$ cat src/hdl/spi_cfg_pkg.sv
package spi_cfg_pkg;

  // Register offsets on the serial port
  localparam logic [14:0] ADDR_CFG_A = 15'h0000;
  localparam logic [14:0] ADDR_CFG_B = 15'h0001;
  localparam logic [14:0] ADDR_PWR   = 15'h0002;

  // Bit positions of the first configuration register
  localparam int CFGA_SRST_HI = 7;
  localparam int CFGA_LSB_MIR = 6;
  localparam int CFGA_ASC_MIR = 5;
  localparam int CFGA_ASC     = 2;
  localparam int CFGA_LSB     = 1;
  localparam int CFGA_SRST_LO = 0;

  // Bit positions of the second configuration register
  localparam int CFGB_SINGLE  = 7;
  localparam int CFGB_DP_SRST = 1;

  // Reset values
  localparam logic       CFG_BIT_RESET = 1'h0;
  localparam logic [1:0] PWR_RESET     = 2'h0;

  // Channel power field codes
  localparam logic [1:0] PWR_NORMAL  = 2'h0;
  localparam logic [1:0] PWR_STANDBY = 2'h2;
  localparam logic [1:0] PWR_DOWN    = 2'h3;

  // Frame geometry
  localparam logic [3:0] INSTR_LAST = 4'hF;
  localparam logic [3:0] BYTE_LAST  = 4'h7;
  localparam int         CHANNELS   = 4;

  // Controls handed to one channel
  typedef struct packed {
    logic clk_en;
    logic dp_reset;
    logic link_en;
    logic out_en;
  } chan_ctrl_t;

  // Serial pins sampled together
  typedef struct packed {
    logic sclk;
    logic cs_n;
    logic sdi;
  } spi_pins_t;

  // Serial port sequencer
  typedef enum logic [1:0] {
    ST_IDLE  = 2'b00,
    ST_INSTR = 2'b01,
    ST_DATA  = 2'b10,
    ST_HOLD  = 2'b11
  } port_state_t;

endpackage

$ cat src/hdl/spi_config_power_mode_regs.sv
`timescale 1ns/10ps
// Summary of operation
// - Writing 1 to bit 7 or 0 of config A resets port and registers; self-clears.
// - Config A bit 6 set shifts every byte least significant bit first.
// - Config A bit 1 is the primary shift-order control paired with bit 6.
// - Address-stepping bits 2 and 5 are read-write; addresses increment per byte.
// - Config B bit 7 set allows only one data byte per frame.
// - Config B bit 1 pulses a datapath reset and clears itself.
// - Power field 00 is normal; 10 stops clocks, link and outputs stay on.
// - Power field 11 stops clocks, holds reset, disables link and outputs.
// - Config registers are global; power register per channel, by pair and device index.
module spi_config_power_mode_regs (
  // Clock and reset
  input  wire logic                            MCLK,
  input  wire logic                            SRST,
  // Serial control port pins
  input  wire logic                            SCLK,
  input  wire logic                            PORT_SELECT_N,
  input  wire logic                            SDIO_IN,
  output logic                                 SDIO_OUT,
  output logic                                 SDIO_OE_N,
  // Pair and device index from the neighbouring registers
  input  wire logic [1:0]                      PAIR_SEL,
  input  wire logic [1:0]                      CHAN_SEL,
  // Datapath controls
  output logic                                 DP_SOFT_RESET,
  output spi_cfg_pkg::chan_ctrl_t [3:0]        CHAN_CTRL
);

  spi_cfg_pkg::spi_pins_t   pin_s1_reg;
  spi_cfg_pkg::spi_pins_t   pin_s2_reg;
  logic                     sclk_d_reg;
  spi_cfg_pkg::port_state_t state_reg;
  logic [3:0]               cnt_reg;
  logic [15:0]              sh_reg;
  logic [14:0]              addr_reg;
  logic                     rw_reg;
  logic [7:0]               tx_reg;
  logic                     sdo_reg;
  logic                     oe_n_reg;
  logic                     wr_reg;
  logic [14:0]              wr_addr_reg;
  logic [7:0]               wr_data_reg;
  logic                     lsb_first_reg;
  logic                     ascend_reg;
  logic                     single_reg;
  logic                     sreset_reg;
  logic                     dp_srst_reg;
  logic [1:0]               pwr_reg [spi_cfg_pkg::CHANNELS];
  spi_cfg_pkg::chan_ctrl_t [3:0] ctrl_reg;
  logic                     rise;
  logic                     fall;
  logic                     cs_active;
  logic                     byte_done;
  logic [15:0]              sh_next;
  logic [3:0]               sel_mask;
  logic                     tx_bit;

  // Channel A,B sit in pair A/B; C,D in pair C/D
  function automatic logic [3:0] chan_mask(input logic [1:0] pair, input logic [1:0] chan);
    chan_mask = {pair[1] & chan[1], pair[1] & chan[0], pair[0] & chan[1], pair[0] & chan[0]};
  endfunction

  // Readback value of an address; first selected channel wins
  function automatic logic [7:0] rd_value(input logic [14:0] a);
    logic [1:0] p;
    p = 2'h0;
    for (int c = spi_cfg_pkg::CHANNELS - 1; c >= 0; c--) begin
      if (sel_mask[c]) begin
        p = pwr_reg[c];
      end
    end
    unique case (a)
      spi_cfg_pkg::ADDR_CFG_A: rd_value = {1'h0, lsb_first_reg, ascend_reg, 2'h0,
                                           ascend_reg, lsb_first_reg, 1'h0};
      spi_cfg_pkg::ADDR_CFG_B: rd_value = {single_reg, 7'h00};
      spi_cfg_pkg::ADDR_PWR:   rd_value = {6'h00, p};
      default:                 rd_value = 8'h00;
    endcase
  endfunction

  // Two-stage synchroniser for the asynchronous pins
  always_ff @(posedge MCLK) begin
    if (SRST) begin
      pin_s1_reg <= 3'h2;
      pin_s2_reg <= 3'h2;
      sclk_d_reg <= 1'h0;
    end else begin
      pin_s1_reg <= {SCLK, PORT_SELECT_N, SDIO_IN};
      pin_s2_reg <= pin_s1_reg;
      sclk_d_reg <= pin_s2_reg.sclk;
    end
  end

  // Edge detection and bit assembly in the selected order
  always_comb begin
    rise      = pin_s2_reg.sclk & ~sclk_d_reg;
    fall      = ~pin_s2_reg.sclk & sclk_d_reg;
    cs_active = ~pin_s2_reg.cs_n;
    byte_done = cs_active && (state_reg == spi_cfg_pkg::ST_DATA) && rise
              && (cnt_reg == spi_cfg_pkg::BYTE_LAST);
    sel_mask  = chan_mask(PAIR_SEL, CHAN_SEL);
    tx_bit    = lsb_first_reg ? tx_reg[cnt_reg[2:0]] : tx_reg[3'h7 - cnt_reg[2:0]];
    if (state_reg == spi_cfg_pkg::ST_DATA) begin
      sh_next = lsb_first_reg ? {8'h00, pin_s2_reg.sdi, sh_reg[7:1]}
                              : {8'h00, sh_reg[6:0], pin_s2_reg.sdi};
    end else begin
      sh_next = lsb_first_reg ? {pin_s2_reg.sdi, sh_reg[15:1]}
                              : {sh_reg[14:0], pin_s2_reg.sdi};
    end
  end

  // Frame sequencer: instruction, data bytes, hold
  always_ff @(posedge MCLK) begin
    wr_reg <= 1'h0;
    if (SRST) begin
      state_reg   <= spi_cfg_pkg::ST_IDLE;
      cnt_reg     <= 4'h0;
      sh_reg      <= 16'h0000;
      addr_reg    <= 15'h0000;
      rw_reg      <= 1'h0;
      tx_reg      <= 8'h00;
      wr_addr_reg <= 15'h0000;
      wr_data_reg <= 8'h00;
    end else if (sreset_reg) begin
      state_reg <= spi_cfg_pkg::ST_HOLD;
      cnt_reg   <= 4'h0;
      rw_reg    <= 1'h0;
    end else if (!cs_active) begin
      state_reg <= spi_cfg_pkg::ST_IDLE;
      cnt_reg   <= 4'h0;
    end else begin
      unique case (state_reg)
        spi_cfg_pkg::ST_IDLE, spi_cfg_pkg::ST_INSTR: begin
          state_reg <= spi_cfg_pkg::ST_INSTR;
          if (rise) begin
            sh_reg  <= sh_next;
            cnt_reg <= cnt_reg + 4'h1;
            if (cnt_reg == spi_cfg_pkg::INSTR_LAST) begin
              state_reg <= spi_cfg_pkg::ST_DATA;
              cnt_reg   <= 4'h0;
              rw_reg    <= sh_next[15];
              addr_reg  <= sh_next[14:0];
              tx_reg    <= rd_value(sh_next[14:0]);
            end
          end
        end
        spi_cfg_pkg::ST_DATA: begin
          if (rise) begin
            sh_reg  <= sh_next;
            cnt_reg <= cnt_reg + 4'h1;
          end
          if (byte_done) begin
            cnt_reg     <= 4'h0;
            wr_reg      <= ~rw_reg;
            wr_addr_reg <= addr_reg;
            wr_data_reg <= sh_next[7:0];
            addr_reg    <= addr_reg + 15'h0001;
            tx_reg      <= rd_value(addr_reg + 15'h0001);
            if (single_reg) begin
              state_reg <= spi_cfg_pkg::ST_HOLD;
            end
          end
        end
        spi_cfg_pkg::ST_HOLD: begin
          state_reg <= spi_cfg_pkg::ST_HOLD;
        end
      endcase
    end
  end

  // Read data driven on falling clock edges
  always_ff @(posedge MCLK) begin
    if (SRST) begin
      sdo_reg  <= 1'h0;
      oe_n_reg <= 1'h1;
    end else begin
      oe_n_reg <= ~(cs_active && rw_reg && (state_reg == spi_cfg_pkg::ST_DATA));
      if (fall && (state_reg == spi_cfg_pkg::ST_DATA) && rw_reg) begin
        sdo_reg <= tx_bit;
      end
    end
  end

  // Configuration and channel power registers
  always_ff @(posedge MCLK) begin
    if (SRST || sreset_reg) begin
      lsb_first_reg <= spi_cfg_pkg::CFG_BIT_RESET;
      ascend_reg    <= spi_cfg_pkg::CFG_BIT_RESET;
      single_reg    <= spi_cfg_pkg::CFG_BIT_RESET;
      for (int c = 0; c < spi_cfg_pkg::CHANNELS; c++) begin
        pwr_reg[c] <= spi_cfg_pkg::PWR_RESET;
      end
    end else if (wr_reg) begin
      if (wr_addr_reg == spi_cfg_pkg::ADDR_CFG_A) begin
        lsb_first_reg <= wr_data_reg[spi_cfg_pkg::CFGA_LSB]
                       | wr_data_reg[spi_cfg_pkg::CFGA_LSB_MIR];
        ascend_reg    <= wr_data_reg[spi_cfg_pkg::CFGA_ASC]
                       | wr_data_reg[spi_cfg_pkg::CFGA_ASC_MIR];
      end
      if (wr_addr_reg == spi_cfg_pkg::ADDR_CFG_B) begin
        single_reg <= wr_data_reg[spi_cfg_pkg::CFGB_SINGLE];
      end
      if (wr_addr_reg == spi_cfg_pkg::ADDR_PWR) begin
        for (int c = 0; c < spi_cfg_pkg::CHANNELS; c++) begin
          if (sel_mask[c]) begin
            pwr_reg[c] <= wr_data_reg[1:0];
          end
        end
      end
    end
  end

  // Self-clearing soft reset strobes
  always_ff @(posedge MCLK) begin
    if (SRST) begin
      sreset_reg  <= 1'h0;
      dp_srst_reg <= 1'h0;
    end else begin
      sreset_reg  <= ~sreset_reg && wr_reg && (wr_addr_reg == spi_cfg_pkg::ADDR_CFG_A)
                  && (wr_data_reg[spi_cfg_pkg::CFGA_SRST_HI]
                  | wr_data_reg[spi_cfg_pkg::CFGA_SRST_LO]);
      dp_srst_reg <= ~sreset_reg && wr_reg && (wr_addr_reg == spi_cfg_pkg::ADDR_CFG_B)
                  && wr_data_reg[spi_cfg_pkg::CFGB_DP_SRST];
    end
  end

  // Per-channel power state decode
  always_ff @(posedge MCLK) begin
    if (SRST) begin
      ctrl_reg <= '0;
    end else begin
      for (int c = 0; c < spi_cfg_pkg::CHANNELS; c++) begin
        unique case (pwr_reg[c])
          spi_cfg_pkg::PWR_STANDBY: ctrl_reg[c] <= {1'h0, dp_srst_reg, 1'h1, 1'h1};
          spi_cfg_pkg::PWR_DOWN:    ctrl_reg[c] <= {1'h0, 1'h1, 1'h0, 1'h0};
          default:                  ctrl_reg[c] <= {1'h1, dp_srst_reg, 1'h1, 1'h1};
        endcase
      end
    end
  end

  // Outputs
  assign SDIO_OUT      = sdo_reg;
  assign SDIO_OE_N     = oe_n_reg;
  assign DP_SOFT_RESET = dp_srst_reg;
  assign CHAN_CTRL     = ctrl_reg;
endmodule

$ cat config.mk
export PLATFORM = sky130hd
export DESIGN_NAME = spi_config_power_mode_regs
export DESIGN_NICKNAME = d
export VERILOG_FILES = /design/src/hdl/spi_cfg_pkg.sv /design/src/hdl/spi_config_power_mode_regs.sv
export SDC_FILE = /design/constraint.sdc
export NUM_CORES = 1
export LEC_CHECK = 0
export BUFFER_PORTS_ARGS = -buffer_cell sky130_fd_sc_hd__buf_2
export CORE_UTILIZATION = 25
export CTS_BUF_LIST = sky130_fd_sc_hd__clkbuf_8
export DETAILED_ROUTE_END_ITERATION = 10
export SYNTH_ARGS = -nofsm -noshare
export SYNTH_HDL_FRONTEND = slang
export SYNTH_SLANG_ARGS = --single-unit
$ cat constraint.sdc
create_clock -name MCLK -period 2.47 [get_ports MCLK]
set_input_delay 0.494 -clock MCLK [delete_from_list [all_inputs] [get_ports MCLK]]
set_output_delay 0.494 -clock MCLK [all_outputs]
set_load 0.02 [all_outputs]
* Yosys cells after proc, flatten, opt, wreduce, memory -nomap -nowiden *
Memory sizes are Yosys's and may differ from the RTL's.
Cells that the tools add are included.

storage, ports and cells
  memories = 1
  input bits = 9
  logic and storage cells = 186
  RAM bits = 8
  register bits = 100

operators by class
  equal/unequal tests = 25
  reductions and logical operators = 31
  magnitude comparators = 2
  muxes and demuxes = 64
  add/subtract/negate cells = 3
  bitwise operators = 21

memories
  name     depth  width  rd ports  clocked after memory_dff  wr ports  RTL line                          text
  pwr_reg  4      2      4         0                         4         spi_config_power_mode_regs.sv:49  logic [1:0] pwr_reg [spi_cfg_pkg::CHANNELS];

operator list
  kind                   count
  $pmux 8 s3             2
  $eq 15x1->1 const B    3
  $eq 15x2->1 const B    3
  $logic_not 15->1       3
  $mux 15                3
  $pmux 4 s2             5
  $mux 16                2
  $mux 8                 4
  $pmux 15 s2            1
  $mux 2                 14
  $mux 1                 25
  $eq 2x2->1 const B     10
  $mux 4                 4
  $pmux 8 s2             1
  $add 15x1->15 const B  1
  $logic_and 1x1->1      12
  $reduce_and 4->1       3
  $lt 3x4->1 const B     2
  $ne 4x4->1 const B     2
  $not 1->1              8
  $or 1x1->1             7
  $and 1x1->1            6
  $bmux 1 s3             2
  $ne 2x2->1 const B     3
  16 further kinds       20

* Longest topological paths before layout *
Gate-level depths: netlist (run 1).

  word-level depth = 9
  gate-level depth with buffers = 9
  depth with buffers taken out = 7

* Least setup slack after synthesis (run 1) *
No wires, ideal clock.

  path kind = reg2reg
  start point = register addr_reg[0]
  end point = register tx_reg[1]
  setup time = 0.079 ns
  cell stages (with the launch flop) = 8
  clock period less this slack = 2.581 ns
  path slack = -0.111 ns
  arrival = 2.502 ns
  cell sequence = dfxtp_1 -> ha_1 -> nand3_4 -> or4_4 -> or4_4 -> a2111oi_4 -> nand2_1 -> a211oi_2

between the ends
  cells in the longest elaborated chain, start to end = 5
  elaborated cells between the ends (all ways) = 7
  those cells by class = 1 x add/sub; 2 x eq/ne; 3 x mux; 1 x reduce/logical

ends and longest elaborated chain
  item                                 RTL line                           text
  from (decl)                          spi_config_power_mode_regs.sv:36   logic [14:0] addr_reg;
  from (signal assigned)               spi_config_power_mode_regs.sv:143  addr_reg <= sh_next[14:0];
  from (signal assigned)               spi_config_power_mode_regs.sv:158  addr_reg <= addr_reg + 15'h0001;
  $add 15x1->15 (*)                    spi_config_power_mode_regs.sv:159  tx_reg <= rd_value(addr_reg + 15'h0001);
  $eq 15x2->1 (tied with other cells)  spi_config_power_mode_regs.sv:73   unique case (a)
  $pmux 8 s3 (*)                       spi_config_power_mode_regs.sv:73
  $mux 8 (*)                           spi_config_power_mode_regs.sv:153  if (byte_done) begin
  $pmux 8 s2 (*)                       spi_config_power_mode_regs.sv:133  unique case (state_reg)
  to (signal assigned)                 spi_config_power_mode_regs.sv:144  tx_reg <= rd_value(sh_next[14:0]);
  to (signal assigned)                 spi_config_power_mode_regs.sv:159
  to (decl)                            spi_config_power_mode_regs.sv:38   logic [7:0] tx_reg;

Every way passes the cells marked *; elsewhere a longest branch is shown, timed or not. The select of a mux whose other input is x is not followed.
A chain may end at the register's enable or synchronous reset.

* Worst setup path in the final report (run 1) *
Ends and elaborated chain as after synthesis.

==> impl_metrics.py, run 1 <==
metrics = {
    "yosys": {
        "synth-simple-area-share_pct": 25.83,
        "ys_types": 54,
        "ys_ff_latch": 99,
        "synthXorXnorAreaFrac_pct": 0.5513,
        "synthFlopType": "dfxtp_1",
        "synth-edff-count": 8,
        "synth_compound_area_share_pct": 18.75,
        "synth_area_mm2": 0.004766,
        "netlist_instances": 593,
        "avgSynthCellArea_um2": 8.037,
        "synth_top_family_by_area": "simple AND/OR/NAND/NOR gates",
        "ys.warnings.count": 0,
        "synthMuxAreaShare_pct": 5.434,
        "yosysSeqAreaShare_pct": 43.27,
        "synth-adder-area-share_pct": 1.313,
        "async_reset_ff_share_pct": 0,
        "synth.net_count": 607,
    },
    "sta": {
        "holdWs_ps": 310.1,
        "rsz0062_at_grt": "true",
        "fin_setup_tns_ps": 0,
        "drv_slew": 0,
        "finalHoldViolCount": 0,
        "fin_skew_ps": 7.221,
        "setup_viol": 0,
        "max_slew_margin_pct": 56.16,
        "timing.fmax_mhz": 418.8,
        "post-route-period-util_pct": 96.67,
        "period_needed_ps": 2388,
        "worstMarginPinSlew_ps": 657.6,
    },
    "power": {
        "comb_power_share_pct": 4.1,
        "p_sw_share_pct": 24.36,
        "clkPwrFrac_pct": 34.7,
        "switchingPower_uw": 655.2,
        "p_int_uw": 2035,
        "p_leak_uw": 0.001909,
        "cellPowerDensity_mw_per_mm2": 493.7,
        "ir_drop_v": 0.0002270,
        "seqPwrFrac_pct": 61.2,
    },
    "clocking": {
        "ctsHoldBuffers": 0,
        "postCtsSetupRepairBufs": 0,
        "cts_made_buffers": 9,
        "cts_sinks": 99,
        "cts_resized": 0,
        "cts_tree": "done",
        "clk_latency_ps": 370,
        "path_clk_slew_ps": 100,
        "cts-root-buf": "clkbuf_8",
        "clockBufferDepth": 2,
        "cts_max_level": 3,
    },
    "setup_path": {
        "path_class": "register to register",
        "cp_max_fo": 4,
        "endpoint_kind": "register",
        "required_ps": 2770,
        "cp_num_buf_inv": 0,
        "start_kind": "register",
        "cpMaxStageDelayCell": "or4_4",
        "crit_top_cell": "or4_4",
        "crit_start": "addr_reg[0]$_SDFFE_PP0P_",
        "cpPeakStageDelay_ps": 520,
        "cp.depth": 7,
        "worstSetupEndpoint": "tx_reg[1]$_SDFFE_PP0P_",
        "r2r_slack_ps": 80,
        "regToRegEndpoint": "tx_reg[1]$_SDFFE_PP0P_",
        "crit_arrival_ps": 2690,
        "reg2regPathDepth": 7,
        "critPathTopFamily": "simple AND/OR/NAND/NOR gates",
        "reg2reg_from": "addr_reg[0]$_SDFFE_PP0P_",
        "crit_chain": "ha_4 > nand3_4 > or4_4 > or4_4 > a2111oi_4 > nand2_1 > a211oi_2",
    },
    "routing": {
        "drc": 0,
        "first_pass_iters": 5,
        "wl_mm": 11.68,
        "drt-initial-drc-count": 467,
        "postRouteAntennaNets": 0,
        "via_per_inst": 4.885,
        "wire_per_inst_um": 13.61,
        "vias": 4191,
    },
    "layout": {
        "multi_input_area_mm2": 0.002492,
        "layout_common_cells": "89 x dfxtp_1, 86 x nor2_1, 83 x nand2_1",
        "ff_latch_area_mm2": 0.002064,
        "largest_reg_flops": 16,
        "area_growth_pct": 14.33,
        "final_common_cell": "dfxtp_1",
        "nFillCells": 2003,
        "nNetsFinal": 633,
        "drive_gt1_share_pct": 15.54,
        "insertedDiodeCount": 0,
    },
    "flow_run": {
        "max_cap_violations": 0,
    },
    "placed_design": {
        "portBuffers": 27,
        "gp_congestion": 0.8621,
        "dp_hpwl_mm": 8.233,
    },
    "floorplanning": {
        "rows": 50,
        "start_util_pct": 25.48,
        "ios": 28,
        "placeableCoreArea_mm2": 0.01871,
        "die-area_mm2": 0.01962,
        "die_w_um": 140.1,
        "die_y_um": 140.1,
    },
    "min_path": {
        "min_path_type": "input port to register",
    },
    "grt": {
        "grt_max_degree": 55,
        "first_global_vias": 3718,
        "grt_use_total_pct": 12.23,
        "gr-total-overflow": 0,
        "antenna_found_initial": 0,
        "grt_first_pass_wirelength_mm": 19.04,
    },
    "outcome": {
        "status": "finished clean",
    },
}
## Yosys cell counts, types with 9 or more instances
master / n / area share [%]
nor3_1: 20 / 2.1
dfxtp_1: 91 / 38
a211oi_1: 12 / 1.9
a21oi_1: 62 / 6.5
o21ai_0: 26 / 2.7
nor2_1: 86 / 6.8
clkbuf_1: 33 / 2.6
mux2i_1: 18 / 3.8
nand2_1: 83 / 6.5
nand3_1: 12 / 1.3
nor2b_1: 10 / 1.3
inv_1: 9 / 0.71
## kinds of logic after synthesis
| logic type | count (synthesis) |
|---|---|
| and+or+nand+nor | 263 |
| AOI/OAI and AO/OA | 144 |
| DFF | 99 |
| buffers and inverters | 56 |
| muxes | 23 |
| adders and majority gates | 5 |
| xor gates and xnor gates | 3 |
## stage by stage
stage / util (%) / cell area, um2 / cells / total power (uW) / setup WS [ps]
after floorplan: - / 4781 / 593 / 1760 / 78.39
after global placement: 28.23 / 5281 / 842 / 1795 / 102.8
after detailed placement: 28.23 / 5281 / 842 / 1794 / 85.04
after CTS: 29.13 / 5449 / 858 / 2734 / 84.48
after global routing: 29.13 / 5449 / 858 / 2820 / -11.23
final: 29.13 / 5449 / 858 / 2690 / 82.28
## metal layers
layer  share of wire (%)  vias up  wire length (um)  track usage [%]
li1                    -     2136                 -                -
met4                 1.3        0               147            3.412
met3                 5.5       13               640            3.077
met2                  46      110              5414            19.74
met5                   0        -                 0                0
met1                  47     1932              5478            16.11
## cell type report
| class | instances | area share [%] |
|---|---|---|
| Multi-Input combinational cell | 438 | 45.74 |
| Sequential cell | 99 | 37.89 |
| Timing Repair Buffer | 62 | 7.302 |
| Tap cell | 234 | 5.373 |
| Clock buffer | 9 | 2.273 |
| Clock inverter | 7 | 0.8037 |
| Inverter | 9 | 0.6200 |
## power by group through the flow
stage          Combinational (uW)  Clock [uW]  Sequential [uW]
2_1_floorplan                67.4           0             1690
3_3_place_gp                  111           0             1680
6_report                      110         934             1650
5_1_grt                       121        1050             1650
4_1_cts                       110         977             1650
3_5_place_dp                  110           0             1680
## how the worst min path moves through the flow
| stage | startpoint | endpoint | slack, ps | cells past startpoint |
|---|---|---|---|---|
| floorplan | pin_s1_reg[1]$_SDFF_PP1_ | pin_s2_reg[1]$_SDFF_PP1_ | 390 | 1 |
| global placement | pin_s1_reg[1]$_SDFF_PP1_ | pin_s2_reg[1]$_SDFF_PP1_ | 400 | 1 |
| detailed placement | pin_s1_reg[1]$_SDFF_PP1_ | pin_s2_reg[1]$_SDFF_PP1_ | 400 | 1 |
| CTS | PORT_SELECT_N | pin_s1_reg[1]$_SDFF_PP1_ | 290 | 2 |
| global route | PORT_SELECT_N | pin_s1_reg[1]$_SDFF_PP1_ | 280 | 2 |
| finish | PORT_SELECT_N | pin_s1_reg[1]$_SDFF_PP1_ | 310 | 2 |
Power figures use the tool's default switching activity.
==> run 2, diff against run 1 <==
==> constraint.sdc (replaced) <==
create_clock -name MCLK -period 2.5 [get_ports MCLK]
set_input_delay 0.5 -clock MCLK [delete_from_list [all_inputs] [get_ports MCLK]]
set_output_delay 0.5 -clock MCLK [all_outputs]
set_load 0.02 [all_outputs]
==> run 2 against run 1 <==
Die area is the same. Flip-flop and latch count unchanged. Fmax is 1.2% lower. Register-to-register slack about the same. Count of clock-buffer cells in the layout did not move. Cell count rose by 0.23%. Clock skew rose by 2.1 ps. Sequential share of layout area shrank 0.39 points. Global-route usage grew 0.19 points. Combinational power barely moved. Clock power rose by 17%.
==> impl_metrics.py, run 2 (synthesis gave the netlist of run 1 again) <==
metrics = {
    "outcome": {
        "status": "finished clean",
    },
    "clocking": {
        "cts-root-buf": "clkbuf_8",
        "cts_max_level": 3,
        "clk_latency_ps": 390,
        "path_clk_slew_ps": 100,
        "cts_tree": "done",
        "ctsHoldBuffers": 0,
        "clockBufferDepth": 2,
        "cts_made_buffers": 9,
        "cts_sinks": 99,
    },
    "power": {
        "p_leak_uw": 0.001934,
        "comb_power_share_pct": 3.9,
        "p_total_uw": 2827,
        "p_int_uw": 2131,
        "switchingPower_uw": 695.7,
        "seqPwrFrac_pct": 57.6,
        "ir_drop_v": 0.0002516,
        "clkPwrFrac_pct": 38.6,
        "p_sw_share_pct": 24.61,
        "cellPowerDensity_mw_per_mm2": 513.5,
    },
    "routing": {
        "drc": 0,
        "first_pass_iters": 5,
        "postRouteAntennaNets": 0,
        "via_per_inst": 4.922,
        "wl_mm": 11.86,
        "wire_per_inst_um": 13.79,
        "vias": 4233,
        "drt-initial-drc-count": 271,
    },
    "sta": {
        "period_needed_ps": 2417,
        "fin_skew_ps": 9.366,
        "setup_viol": 0,
        "rsz0062_at_grt": "false",
        "finalHoldViolCount": 0,
        "drv_slew": 0,
        "worstMarginPinSlew_ps": 673.3,
        "fin_setup_tns_ps": 0,
        "max_slew_margin_pct": 55.11,
        "timing.fmax_mhz": 413.7,
        "post-route-period-util_pct": 96.68,
    },
    "setup_path": {
        "cp_max_fo": 4,
        "path_class": "register to register",
        "start_kind": "register",
        "required_ps": 2840,
        "crit_arrival_ps": 2750,
        "endpoint_kind": "register",
    },
    "grt": {
        "antenna_found_initial": 0,
        "gr-total-overflow": 0,
        "grt_first_pass_wirelength_mm": 19.56,
        "grt_max_degree": 35,
        "first_global_vias": 3819,
        "grt_use_total_pct": 12.42,
    },
    "floorplanning": {
        "placeableCoreArea_mm2": 0.01871,
        "ios": 28,
        "start_util_pct": 25.48,
        "die_y_um": 140.1,
        "die_w_um": 140.1,
        "die-area_mm2": 0.01962,
        "rows": 50,
    },
    "layout": {
        "layout_common_cells": "89 x dfxtp_1, 86 x nor2_1, 83 x nand2_1",
        "insertedDiodeCount": 0,
        "post-route-util_pct": 29.43,
        "area_growth_pct": 15.52,
        "largest_reg_flops": 16,
        "final_common_cell": "dfxtp_1",
        "final_cells": 860,
        "nNetsFinal": 635,
        "drive_gt1_share_pct": 15.97,
    },
    "placed_design": {
        "dp.cells": 843,
        "gp_congestion": 0.7997,
        "portBuffers": 27,
        "dp_hpwl_mm": 8.432,
    },
    "min_path": {
        "min_path_type": "input port to register",
    },
    "flow_run": {
        "max_cap_violations": 0,
    },
}
run 2: final timing paths:
path	slack (ps)	end	start	cells after the start
max	80	tx_reg[5]$_SDFFE_PP0P_	addr_reg[0]$_SDFFE_PP0P_	8
min	290	pin_s1_reg[1]$_SDFF_PP1_	PORT_SELECT_N	2
max reg2reg	80	tx_reg[5]$_SDFFE_PP0P_	addr_reg[0]$_SDFFE_PP0P_	8
min reg2reg	450	pin_s2_reg[1]$_SDFF_PP1_	pin_s1_reg[1]$_SDFF_PP1_	1
run 2: what timing repair did:
item                                    CTS  global route
setup buffers                             0             1
endpoints found under the setup margin    0             4
gates resized for setup                   0             2
hold endpoints to repair                  0             0
run 2: area by class of cell:
class                   instances  area, um2
multi-input cells             438       2492
well taps                     234      292.8
inverters                       9      33.78
fillers                      1976      13200
clock inverters                 7      85.08
flip-flops and latches         99       2064
clock buffers                   9      123.9
repair buffers                 64      412.9
run 2: power groups by stage:
stage | clock (uW) | combinational, uW | sequential [uW]
after floorplan | 0 | 66.6 | 1670
after global placement | 0 | 110 | 1660
after detailed placement | 0 | 109 | 1660
after CTS | 1120 | 110 | 1630
after global routing | 1180 | 121 | 1630
final | 1090 | 109 | 1630
run 2: metrics by stage:
stage / setup WS (ps) / instance area [um2] / hold WS [ps]
6_report: 82.94 / 5505 / 291.8
5_1_grt: 12.82 / 5505 / 286.5
4_1_cts: 38.21 / 5495 / 269.7
3_5_place_dp: 52.78 / 5286 / 428.3
3_3_place_gp: 94.93 / 5286 / 410.0
2_1_floorplan: 6.235 / 4778 / 389.5
run 2: worst max-delay path, stage by stage (launching register included):
cell and delay (ps):
dfxtp_2 360, ha_4 150, nand3_4 70, or4_4 520, or4_4 440, a2111oi_4 350, buf_4 190, a32o_1 180
a22o_1 120
run 2: metal layers:
layer  global-route usage, %  routed length, um  up-vias
met3                   2.769                533       15
met1                   16.36               5717     1968
met4                   4.280                208        0
li1                        -                  -     2141
met2                   19.95               5398      109
met5                       0                  0        -
==> run 3, diff against run 2 <==
--- a/config.mk
+++ b/config.mk
@@ -9,6 +9,7 @@
 export CORE_UTILIZATION = 25
 export CTS_BUF_LIST = sky130_fd_sc_hd__clkbuf_8
 export DETAILED_ROUTE_END_ITERATION = 10
+export PLACE_DENSITY = 0.49
 export SYNTH_ARGS = -nofsm -noshare
 export SYNTH_HDL_FRONTEND = slang
 export SYNTH_SLANG_ARGS = --single-unit
==> run 3 against run 2 <==
Flip-flop and latch count is the same. Count of clock-buffer cells in the layout is the same. Cell count is the same. Global-route usage grew 0.70 points. Critical path depth is the same. Highest routed layer unchanged.
==> impl_metrics.py, run 3 (synthesis gave the netlist of run 1 again) <==
metrics = {
    "routing": {
        "drt-initial-drc-count": 282,
        "drc": 0,
        "wl_mm": 12.41,
        "first_pass_iters": 4,
        "wire_per_inst_um": 14.43,
        "via_per_inst": 4.901,
        "postRouteAntennaNets": 0,
        "vias": 4215,
    },
    "layout": {
        "drive_gt1_share_pct": 15.65,
        "nNetsFinal": 635,
        "area_growth_pct": 16.15,
        "ff_latch_area_mm2": 0.002067,
        "layout_common_cells": "89 x dfxtp_1, 86 x nor2_1, 83 x nand2_1",
        "multi_input_area_mm2": 0.002490,
        "post-route-util_pct": 29.59,
        "nFillCells": 1998,
        "insertedDiodeCount": 0,
        "final_common_cell": "dfxtp_1",
        "largest_reg_flops": 16,
    },
    "min_path": {
        "hp-start": "PORT_SELECT_N",
        "min_path_cells": 2,
        "holdPathEnd": "pin_s1_reg[1]$_SDFF_PP1_",
        "min_path_type": "input port to register",
    },
    "sta": {
        "setup_viol": 0,
        "fin_setup_tns_ps": 0,
        "max_slew_margin_pct": 56.04,
        "drv_slew": 0,
        "fin_skew_ps": 16.66,
        "finalHoldViolCount": 0,
        "timing.fmax_mhz": 410.5,
        "rsz0062_at_grt": "true",
        "worstMarginPinSlew_ps": 659.4,
        "period_needed_ps": 2436,
        "post-route-period-util_pct": 97.45,
    },
    "clocking": {
        "path_clk_slew_ps": 100,
        "cts_max_level": 3,
        "cts_made_buffers": 9,
        "clockBufferDepth": 2,
        "cts_tree": "done",
        "cts_sinks": 99,
        "clk_latency_ps": 380,
        "ctsHoldBuffers": 0,
        "cts-root-buf": "clkbuf_8",
    },
    "grt": {
        "use_met3_pct": 3.487,
        "busiest_layer": "met2",
        "gr-total-overflow": 0,
        "antenna_found_initial": 0,
        "grt_use_met1_pct": 16.83,
        "grt_first_pass_wirelength_mm": 20.28,
        "globalRouteMet2Util_pct": 21.63,
        "first_global_vias": 3962,
        "grt_use_total_pct": 13.13,
        "grt_max_degree": 39,
    },
    "setup_path": {
        "crit_arrival_ps": 2760,
        "endpoint_kind": "register",
        "regToRegEndpoint": "tx_reg[5]$_SDFFE_PP0P_",
        "reg2regPathDepth": 8,
        "reg2reg_from": "addr_reg[0]$_SDFFE_PP0P_",
        "required_ps": 2830,
        "path_class": "register to register",
        "start_kind": "register",
        "r2r_slack_ps": 60,
        "cp_max_fo": 4,
    },
    "power": {
        "ir_drop_v": 0.0002240,
        "p_leak_uw": 0.001949,
        "cellPowerDensity_mw_per_mm2": 536.9,
    },
    "placed_design": {
        "portBuffers": 27,
        "dp_hpwl_mm": 9.026,
        "gp_congestion": 0.8603,
    },
    "floorplanning": {
        "die-area_mm2": 0.01962,
        "die_w_um": 140.1,
        "start_util_pct": 25.48,
        "placeableCoreArea_mm2": 0.01871,
        "rows": 50,
        "ios": 28,
        "die_y_um": 140.1,
    },
    "flow_run": {
        "max_cap_violations": 0,
    },
    "outcome": {
        "status": "finished clean",
    },
}
==> run 3: cell types whose count changed in the layout (fill, tap and decap cells not counted) <==
cell        delta
clkinv_2       +1
inv_1          +1
clkinvlp_4     +1
nor2b_2        -1
dfxtp_4        +1
clkinv_4       -4
dfxtp_2        -1
nor2b_1        +1
bufinv_16      +2
inv_8          -1
==> run 3: how the worst max path moves through the flow <==
stage,startpoint,to,cells past startpoint
floorplan,addr_reg[0]$_SDFFE_PP0P_,tx_reg[1]$_SDFFE_PP0P_,7
global placement,addr_reg[0]$_SDFFE_PP0P_,tx_reg[1]$_SDFFE_PP0P_,7
detailed placement,addr_reg[0]$_SDFFE_PP0P_,tx_reg[1]$_SDFFE_PP0P_,7
CTS,addr_reg[0]$_SDFFE_PP0P_,tx_reg[5]$_SDFFE_PP0P_,7
global route,addr_reg[0]$_SDFFE_PP0P_,tx_reg[5]$_SDFFE_PP0P_,8
finish,addr_reg[0]$_SDFFE_PP0P_,tx_reg[5]$_SDFFE_PP0P_,8
==> run 3: metrics by stage <==
stage	setup WS (ps)	power [uW]	std cells	instance area, um2	hold WS, ps
6_report	63.73	2972	860	5535	298.1
5_1_grt	-27.33	3082	860	5535	282.1
4_1_cts	13.98	3017	859	5523	276.1
3_5_place_dp	48.23	1773	843	5284	392.3
3_3_place_gp	76.82	1773	843	5284	399.9
2_1_floorplan	6.235	1739	593	4778	389.5
==> run 3: where the power goes <==
part           total (uW)  leakage [uW]  internal (uW)  switching, uW
logic                 108       0.00101           34.9           73.2
clock network        1240      0.000121            663            574
registers            1630      0.000821           1610           12.2
==> run 3: what timing repair did <==
item	in CTS	in global routing
setup endpoints to repair	0	5
hold endpoints to repair	0	0
gates resized for setup	0	3
setup buffers	0	1
==> run 3: critical path, cell delays in order (launching register included) <==
cell,delay [ps]
dfxtp_4,380
ha_4,150
nand3_4,80
or4_4,520
or4_4,440
a2111oi_4,340
buf_4,190
a32o_1,170
a22o_1,130
==> run 3: layer usage <==
layer  part of all wire, %  wire (um)
met1                    48       5931
met2                    47       5778
met3                   4.1        514
met4                   1.5        189
met5                     0          0
==> run 3: cell type report <==
class | count | share of cell area, %
Clock buffer | 9 | 2.238
Clock inverter | 7 | 2.080
Inverter | 9 | 0.6103
Multi-Input combinational cell | 438 | 44.98
Sequential cell | 99 | 37.34
Tap cell | 234 | 5.289
Timing Repair Buffer | 64 | 7.459
